<file path="config.mk">
export PLATFORM = sky130hd
export DESIGN_NAME = sbcspi_port
export DESIGN_NICKNAME = d
export VERILOG_FILES = /design/src/rtl/sbcspi_pkg.sv /design/src/rtl/sbcspi_port.sv /design/src/rtl/sbcspi_pin_filter.sv /design/src/rtl/sbcspi_status_word.sv
export SDC_FILE = /design/constraint.sdc
export NUM_CORES = 1
export LEC_CHECK = 0
export ABC_AREA = 1
export BUFFER_PORTS_ARGS = -buffer_cell sky130_fd_sc_hd__buf_2
export CAP_MARGIN = 25
export CORE_ASPECT_RATIO = 1.4
export CORE_MARGIN = 3
export CORE_UTILIZATION = 45
export DETAILED_ROUTE_END_ITERATION = 7
export PLACE_DENSITY = 0.76
export REMOVE_ABC_BUFFERS = 1
export SLEW_MARGIN = 40
export SYNTH_ARGS = -nofsm -noshare
export SYNTH_HDL_FRONTEND = slang
export SYNTH_SLANG_ARGS = --single-unit
</file>
<file path="constraint.sdc">
create_clock -name i_ref_clk -period 2.3 [get_ports i_ref_clk]
set_clock_uncertainty 0.2 [all_clocks]
set_input_delay 0.23 -clock i_ref_clk [delete_from_list [all_inputs] [get_ports i_ref_clk]]
set_output_delay 0.23 -clock i_ref_clk [all_outputs]
set_load 0.03 [all_outputs]
</file>
<file path="src/rtl/sbcspi_pkg.sv">
package sbcspi_pkg;

	localparam int          SBCSPI_WORD_BITS  = 16;
	localparam int          SBCSPI_CNT_W      = 6;
	localparam logic [5:0]  SBCSPI_CNT_MAX    = 6'h3F;
	localparam logic [5:0]  SBCSPI_CNT_WORD   = 6'h10;
	localparam logic [5:0]  SBCSPI_CNT_LAST   = 6'h0F;

	localparam logic [15:0] SBCSPI_CFG_RESET  = 16'h0000;
	localparam logic [15:0] SBCSPI_SR_RESET   = 16'h0000;
	localparam int          SBCSPI_CFG_DIVEN  = 10;

	// Status word field positions
	localparam int          SBCSPI_ST_B15     = 15;
	localparam int          SBCSPI_ST_B14     = 14;
	localparam int          SBCSPI_ST_B13     = 13;
	localparam int          SBCSPI_ST_B12     = 12;
	localparam int          SBCSPI_ST_WDOG    = 11;
	localparam int          SBCSPI_ST_UVOLT   = 10;
	localparam int          SBCSPI_ST_IRQ_HI  = 9;
	localparam int          SBCSPI_ST_IRQ_LO  = 8;
	localparam int          SBCSPI_ST_SW_HI   = 7;
	localparam int          SBCSPI_ST_SW_LO   = 0;

	typedef enum logic [1:0] {
		SBCSPI_IRQ_POWERUP = 2'h0,
		SBCSPI_IRQ_SWITCH  = 2'h1,
		SBCSPI_IRQ_IGNIT   = 2'h2,
		SBCSPI_IRQ_BUSWAKE = 2'h3
	} sbcspi_irq_t;

	// Pin filter order {select_n, sck, mosi}
	localparam int          SBCSPI_PINS       = 3;
	localparam logic [2:0]  SBCSPI_PIN_RESET  = 3'h4;

	typedef enum logic {
		SBCSPI_ST_IDLE,
		SBCSPI_ST_FRAME
	} sbcspi_state_t;

endpackage

</file>
<file path="src/rtl/sbcspi_port.sv">
`timescale 1ns/1ps
module sbcspi_port
	import sbcspi_pkg::*;
(
	input  wire logic        i_ref_clk,
	input  wire logic        i_rst,
	input  wire logic        i_chip_select_low_n,
	input  wire logic        i_sck,
	input  wire logic        i_mosi,
	input  wire logic        i_regulator_overtemp_warn,
	input  wire logic        i_battery_divider_visible,
	input  wire logic        i_bus_driver_overtemp,
	input  wire logic        i_source_overtemp,
	input  wire logic        i_ignition_pin_state,
	input  wire logic [2:0]  i_monitor_addr,
	input  wire logic        i_watchdog_state,
	input  wire logic        i_supply_undervolt,
	input  wire logic        i_irq_event,
	input  wire logic [1:0]  i_irq_cause,
	input  wire logic [7:0]  i_switch_comp_state,
	output logic             o_miso,
	output logic             o_miso_oe,
	output logic      [15:0] o_config,
	output logic             o_config_load,
	output logic      [1:0]  o_irq_cause
);

	logic [2:0]          pins_f;
	wire                 cs_n_f;
	wire                 sck_f;
	wire                 mosi_f;
	logic                cs_n_d_r;
	logic                sck_d_r;
	wire                 cs_fall;
	wire                 cs_rise;
	wire                 sck_rise;
	wire                 sck_fall;

	sbcspi_state_t       state_r;
	sbcspi_state_t       state_nxt;
	logic [15:0]         status_w;
	logic [15:0]         shift_r;
	logic [15:0]         shift_nxt;
	logic [15:0]         rx_r;
	logic [15:0]         rx_nxt;
	logic                sample_r;
	logic                sample_nxt;
	logic                seen_rise_r;
	logic                seen_rise_nxt;
	logic [5:0]          count_r;
	logic [5:0]          count_nxt;
	logic [15:0]         config_r;
	logic [15:0]         config_nxt;
	logic                load_r;
	logic                load_nxt;
	logic [1:0]          irq_r;
	logic [1:0]          irq_nxt;
	logic                miso_r;
	logic                miso_nxt;
	logic                oe_r;
	logic                oe_nxt;
	wire                 in_frame;
	wire                 do_shift;
	wire                 commit;
	wire                 irq_clear;

	sbcspi_pin_filter #(
		.WIDTH     (SBCSPI_PINS),
		.RESET_VAL (SBCSPI_PIN_RESET)
	) u_filter (
		.i_ref_clk (i_ref_clk),
		.i_rst     (i_rst),
		.i_pins    ({i_chip_select_low_n, i_sck, i_mosi}),
		.o_pins    (pins_f)
	);

	assign cs_n_f = pins_f[2];
	assign sck_f  = pins_f[1];
	assign mosi_f = pins_f[0];

	assign cs_fall  = cs_n_d_r & ~cs_n_f;
	assign cs_rise  = ~cs_n_d_r & cs_n_f;
	assign sck_rise = ~sck_d_r & sck_f;
	assign sck_fall = sck_d_r & ~sck_f;

	// Clock edges count only inside a frame opened by a select edge
	assign in_frame = (state_r == SBCSPI_ST_FRAME) & ~cs_n_f;

	// A falling edge before any rising edge is the mode 1/1 lead-in
	assign do_shift = in_frame & sck_fall & seen_rise_r;

	// Load only on an exact single-word frame
	assign commit = (state_r == SBCSPI_ST_FRAME) & cs_rise
	              & (count_r == SBCSPI_CNT_WORD);

	// Field is read once the word's last bit has been taken by the master
	assign irq_clear = in_frame & sck_rise & (count_r == SBCSPI_CNT_LAST);

	// Previous command's divider enable picks the upper field
	sbcspi_status_word u_status (
		.i_divider_output_enable   (config_r[SBCSPI_CFG_DIVEN]),
		.i_regulator_overtemp_warn (i_regulator_overtemp_warn),
		.i_battery_divider_visible (i_battery_divider_visible),
		.i_bus_driver_overtemp     (i_bus_driver_overtemp),
		.i_source_overtemp         (i_source_overtemp),
		.i_ignition_pin_state      (i_ignition_pin_state),
		.i_monitor_addr            (i_monitor_addr),
		.i_watchdog_state          (i_watchdog_state),
		.i_supply_undervolt        (i_supply_undervolt),
		.i_irq_cause               (irq_r),
		.i_switch_comp_state       (i_switch_comp_state),
		.o_word                    (status_w)
	);

	always_comb
	begin
		state_nxt = state_r;
		case (state_r)
			SBCSPI_ST_IDLE:
			begin
				if (cs_fall)
					state_nxt = SBCSPI_ST_FRAME;
			end
			SBCSPI_ST_FRAME:
			begin
				if (cs_rise)
					state_nxt = SBCSPI_ST_IDLE;
			end
			default:
				state_nxt = SBCSPI_ST_IDLE;
		endcase
	end

	// Status enters first, then received bits follow it out
	assign shift_nxt = cs_fall ? status_w
	                 : do_shift ? {shift_r[14:0], sample_r}
	                 : shift_r;

	assign rx_nxt = (in_frame & sck_rise) ? {rx_r[14:0], mosi_f}
	              : rx_r;

	assign sample_nxt = (in_frame & sck_rise) ? mosi_f : sample_r;

	assign seen_rise_nxt = cs_fall ? 1'b0
	                     : (in_frame & sck_rise) ? 1'b1
	                     : seen_rise_r;

	assign count_nxt = cs_fall ? 6'h00
	                 : (in_frame & sck_rise & (count_r != SBCSPI_CNT_MAX))
	                   ? count_r + 6'h01
	                 : count_r;

	assign config_nxt = commit ? rx_r : config_r;
	assign load_nxt   = commit;

	// A new cause wins over a readout clear in the same cycle
	assign irq_nxt = i_irq_event ? i_irq_cause
	               : irq_clear ? SBCSPI_IRQ_POWERUP
	               : irq_r;

	// Output is driven only while a frame is open
	assign oe_nxt   = (state_nxt == SBCSPI_ST_FRAME) & ~cs_n_f;
	assign miso_nxt = oe_nxt & shift_nxt[15];

	// Reset level matches the idle select pin, so no false edge
	always_ff @(posedge i_ref_clk or posedge i_rst)
	begin
		if (i_rst)
		begin
			cs_n_d_r <= 1'b1;
		end
		else
		begin
			cs_n_d_r <= cs_n_f;
		end
	end

	always_ff @(posedge i_ref_clk or posedge i_rst)
	begin
		if (i_rst)
		begin
			sck_d_r <= 1'b0;
		end
		else
		begin
			sck_d_r <= sck_f;
		end
	end

	always_ff @(posedge i_ref_clk or posedge i_rst)
	begin
		if (i_rst)
		begin
			state_r <= SBCSPI_ST_IDLE;
		end
		else
		begin
			state_r <= state_nxt;
		end
	end

	always_ff @(posedge i_ref_clk or posedge i_rst)
	begin
		if (i_rst)
		begin
			shift_r <= SBCSPI_SR_RESET;
		end
		else
		begin
			shift_r <= shift_nxt;
		end
	end

	always_ff @(posedge i_ref_clk or posedge i_rst)
	begin
		if (i_rst)
		begin
			rx_r <= SBCSPI_CFG_RESET;
		end
		else
		begin
			rx_r <= rx_nxt;
		end
	end

	always_ff @(posedge i_ref_clk or posedge i_rst)
	begin
		if (i_rst)
		begin
			sample_r <= 1'b0;
		end
		else
		begin
			sample_r <= sample_nxt;
		end
	end

	always_ff @(posedge i_ref_clk or posedge i_rst)
	begin
		if (i_rst)
		begin
			seen_rise_r <= 1'b0;
		end
		else
		begin
			seen_rise_r <= seen_rise_nxt;
		end
	end

	always_ff @(posedge i_ref_clk or posedge i_rst)
	begin
		if (i_rst)
		begin
			count_r <= 6'h00;
		end
		else
		begin
			count_r <= count_nxt;
		end
	end

	always_ff @(posedge i_ref_clk or posedge i_rst)
	begin
		if (i_rst)
		begin
			config_r <= SBCSPI_CFG_RESET;
		end
		else
		begin
			config_r <= config_nxt;
		end
	end

	always_ff @(posedge i_ref_clk or posedge i_rst)
	begin
		if (i_rst)
		begin
			load_r <= 1'b0;
		end
		else
		begin
			load_r <= load_nxt;
		end
	end

	always_ff @(posedge i_ref_clk or posedge i_rst)
	begin
		if (i_rst)
		begin
			irq_r <= SBCSPI_IRQ_POWERUP;
		end
		else
		begin
			irq_r <= irq_nxt;
		end
	end

	always_ff @(posedge i_ref_clk or posedge i_rst)
	begin
		if (i_rst)
		begin
			miso_r <= 1'b0;
		end
		else
		begin
			miso_r <= miso_nxt;
		end
	end

	always_ff @(posedge i_ref_clk or posedge i_rst)
	begin
		if (i_rst)
		begin
			oe_r <= 1'b0;
		end
		else
		begin
			oe_r <= oe_nxt;
		end
	end

	assign o_miso        = miso_r;
	assign o_miso_oe     = oe_r;
	assign o_config      = config_r;
	assign o_config_load = load_r;
	assign o_irq_cause   = irq_r;

endmodule

</file>
<file path="src/rtl/sbcspi_pin_filter.sv">
`timescale 1ns/1ps
module sbcspi_pin_filter
	import sbcspi_pkg::*;
#(
	parameter int         WIDTH     = 3,
	parameter logic [2:0] RESET_VAL = 3'h0
)
(
	input  wire logic             i_ref_clk,
	input  wire logic             i_rst,
	input  wire logic [WIDTH-1:0] i_pins,
	output logic      [WIDTH-1:0] o_pins
);

	logic [WIDTH-1:0] ff1_r;
	logic [WIDTH-1:0] ff2_r;
	logic [WIDTH-1:0] ff3_r;
	logic [WIDTH-1:0] filt_r;
	logic [WIDTH-1:0] filt_nxt;

	// Bit follows only when the second and third stages agree
	genvar g;
	generate
		for (g = 0; g < WIDTH; g++)
		begin : g_bit
			assign filt_nxt[g] = (ff2_r[g] == ff3_r[g]) ? ff3_r[g] : filt_r[g];
		end
	endgenerate

	always_ff @(posedge i_ref_clk or posedge i_rst)
	begin
		if (i_rst)
		begin
			ff1_r  <= RESET_VAL[WIDTH-1:0];
			ff2_r  <= RESET_VAL[WIDTH-1:0];
			ff3_r  <= RESET_VAL[WIDTH-1:0];
			filt_r <= RESET_VAL[WIDTH-1:0];
		end
		else
		begin
			ff1_r  <= i_pins;
			ff2_r  <= ff1_r;
			ff3_r  <= ff2_r;
			filt_r <= filt_nxt;
		end
	end

	assign o_pins = filt_r;

endmodule

</file>
<file path="src/rtl/sbcspi_status_word.sv">
`timescale 1ns/1ps
module sbcspi_status_word
	import sbcspi_pkg::*;
(
	input  wire logic        i_divider_output_enable,
	input  wire logic        i_regulator_overtemp_warn,
	input  wire logic        i_battery_divider_visible,
	input  wire logic        i_bus_driver_overtemp,
	input  wire logic        i_source_overtemp,
	input  wire logic        i_ignition_pin_state,
	input  wire logic [2:0]  i_monitor_addr,
	input  wire logic        i_watchdog_state,
	input  wire logic        i_supply_undervolt,
	input  wire logic [1:0]  i_irq_cause,
	input  wire logic [7:0]  i_switch_comp_state,
	output logic      [15:0] o_word
);

	wire       b15_w;
	wire [2:0] b14_12_w;

	assign b15_w = i_divider_output_enable ? i_battery_divider_visible
	                                       : i_regulator_overtemp_warn;
	assign b14_12_w = i_divider_output_enable ? i_monitor_addr
	                : {i_bus_driver_overtemp,
	                   i_source_overtemp,
	                   i_ignition_pin_state};

	always_comb
	begin
		o_word = SBCSPI_SR_RESET;
		o_word[SBCSPI_ST_B15] = b15_w;
		o_word[SBCSPI_ST_B14:SBCSPI_ST_B12] = b14_12_w;
		o_word[SBCSPI_ST_WDOG] = i_watchdog_state;
		o_word[SBCSPI_ST_UVOLT] = i_supply_undervolt;
		o_word[SBCSPI_ST_IRQ_HI:SBCSPI_ST_IRQ_LO] = i_irq_cause;
		o_word[SBCSPI_ST_SW_HI:SBCSPI_ST_SW_LO] = i_switch_comp_state;
	end

endmodule

</file>
==> metrics.csv <==
metric,value,unit
status,"finished, final reports clean",
die_y,103,microns
htreeDepth,3,
layout_commonest_cell,nand2_1,
wl,6050,microns
clock_latency,0.35,ns
crit_fanout,33,
grtUsageTotal,17.1,%
dp_hpwl,3900,microns
layout_common_cells,"nand2_1 (89), dfrtp_1 (70), buf_2 (46), nand3_1 (38), inv_1 (30)",
multi_input_area,955,sq um
fmax,457,MHz
numCtsBuffers,9,
ant_nets,0,
dieArea,7810,sq um
port_buffers,46,
hold_viol_final,0,
startpoint,u_filter.o_pins[2],
grt_start_max_net_pins,34,
place_congestion,0.747,
ir_drop,663,uV
via_per_inst,4.97,
vias,2333,
area_growth_syn_to_layout,24.3,%
leakagePower,1.86,nW
grt_pass1_vias,2262,
stdcell_count,469,
ys_ff_latch,75,
wire_per_inst,12.9,microns
num_io_pins,47,
n_antenna_cell,0,
fin_crit_sh,95.0,%
row_count,34,
placedCellCount,431,
maxSlewViolCount,0,
hold_path.class,input port to flip-flop,
worst_setup_path_end_kind,flip-flop,
regArea,1880,sq um
antenna_found_initial,0,
wl_met3,263,microns
power_density,797,nW/um^2
wirelength_met1,2780,microns
globalRouteOverflowTotal,0,
cts_tree,done,
synth_area,3050,sq um
core_area,6380,sq um
syn_avg_cell_area,9.47,sq um
fin_nets,420,
power.total,0.00302,W
cts-root-buf,clkbuf_8,
rr_endpoint,o_irq_cause[1],
worstMarginPinSlew,0.692,ns
cp.required,2.38,ns
fin_crit,2.19,ns
fill_cells,546,
worst_setup_path_start_kind,flip-flop,
relSlewSlack,53.8,%
cts_sinks,75,
worstSetupPathType,flip-flop to flip-flop,
yosysWarnings,0,
drc,0,
drive_gt1_share,21.2,%
cp_data_arrival_time,2.27,ns
cap_violations,0,
start_util,47.8,%
setup_viol,0,
yosysUniqueCellTypes,27,
crit_end,o_irq_cause[1],
grt_pass1_wl,10100,microns
dr.pass1.iters,4,
r2r_slack,0.11,ns
die_x,75.6,microns
path_clk_slew,0.08,ns
r2r-start,u_filter.o_pins[2],
synthCells,322,
top_layer,met4,
ys_seq_area_share,61.8,%
drt_iter0_markers,184,
clock_path_buffers,2,
wl_met2,2880,microns
reg2reg_depth,8,
[worst max-delay path, cell delays in order (launching register included)]
cell and delay (ns):
dfstp_2 0.61, nor2_4 0.07, nand2_2 0.13, buf_8 0.21, nor2_1 0.07, nand3_1 0.10
nand3_1 0.08, nand2_1 0.08, dlygate4sd3_1 0.56
[Yosys cell counts]
cell type	instances	area [sq um]
nor2_4	2	22.5
nand3_1	38	190
nor2_2	2	12.5
nand4_1	2	12.5
buf_4	3	22.5
nand2_2	2	12.5
clkbuf_1	1	3.75
o21a_1	1	7.51
nor2_1	12	45.0
nor3_1	1	5.00
or2_2	1	6.26
buf_2	7	35.0
a21oi_1	3	15.0
clkinv_1	1	3.75
inv_2	3	11.3
dfrtp_1	70	1750
buf_6	2	22.5
nand2_1	89	334
inv_1	31	116
a21oi_4	1	16.3
maj3_1	3	30.0
o21ai_0	20	100
nor3_2	1	10.0
o21ai_1	15	75.1
ha_1	2	25.0
o211ai_1	4	30.0
dfstp_2	5	131
[power by group]
| group | total (W) | internal [W] | leakage, nW | switching (W) |
|---|---|---|---|---|
| logic | 0.000373 | 0.000148 | 0.786 | 0.000225 |
| registers | 0.00156 | 0.00147 | 0.967 | 0.0000855 |
| clock network | 0.00109 | 0.000608 | 0.109 | 0.000482 |
[per-stage QoR]
step / TNS, ns / util, % / instance area, sq um / setup slack (ns) / hold WS [ns]
6_report: 0 / 59.4 / 3790 / 0.114 / 0.00777
5_1_grt: -0.000205 / 59.4 / 3790 / -0.000205 / 0.0141
4_1_cts: 0 / 59.2 / 3770 / 0.0488 / 0.000808
3_5_place_dp: 0 / 52.3 / 3340 / 0.478 / 0.139
3_3_place_gp: 0 / 52.3 / 3340 / 0.525 / 0.133
2_1_floorplan: -2.26 / - / 2960 / -0.0317 / 0.0345
[metal layers]
| layer | vias to the layer above | GRT usage, % |
|---|---|---|
| met3 | 13 | 3.87 |
| met2 | 56 | 27.3 |
| met5 | - | 0 |
| met1 | 1101 | 22.0 |
| met4 | 0 | 7.67 |
| li1 | 1163 | - |
[cell families after synthesis]
group / share of synthesized area (%)
flip-flops: 61.8
AO/OA/AOI/OAI: 8.01
adder cells (fa/ha/maj): 1.81
buffers and inverters: 7.06
AND/OR/NAND/NOR: 21.3
[how the worst min path moves through the flow]
stage	from	end	cells after the start
after floorplan	i_chip_select_low_n	u_filter.ff1_r[2]	0
after global placement	u_filter.ff1_r[0]	u_filter.ff2_r[0]	0
after detailed placement	i_chip_select_low_n	u_filter.ff1_r[2]	1
after CTS	i_monitor_addr[1]	shift_r[13]	3
after global routing	i_monitor_addr[1]	shift_r[13]	3
final	i_monitor_addr[1]	shift_r[13]	3
[final cells by class]
cell class                      instances  area share, %
Tap cell                               72           2.38
Multi-Input combinational cell        199           25.2
Clock inverter                          7           2.41
Clock buffer                            9           3.27
Timing Repair Buffer                   72           13.5
Sequential cell                        75           49.7
Inverter                               35           3.47
[flip-flops by register name, summed over array words and instances (netlist names), 2 cells and up]
| register | flops |
|---|---|
| o_config | 16 |
| rx_r | 16 |
| shift_r | 16 |
| count_r | 6 |
| u_filter.ff1_r | 3 |
| u_filter.ff2_r | 3 |
| u_filter.ff3_r | 3 |
| u_filter.o_pins | 3 |
| o_irq_cause | 2 |
[timing repair]
action                                  4_1_cts  5_1_grt
buffers inserted                              0        0
hold buffers                                 22        0
hold endpoints to repair                     45        0
resized for setup                             0        3
endpoints found under the setup margin        0        2
(Power assumes the default switching activity.)
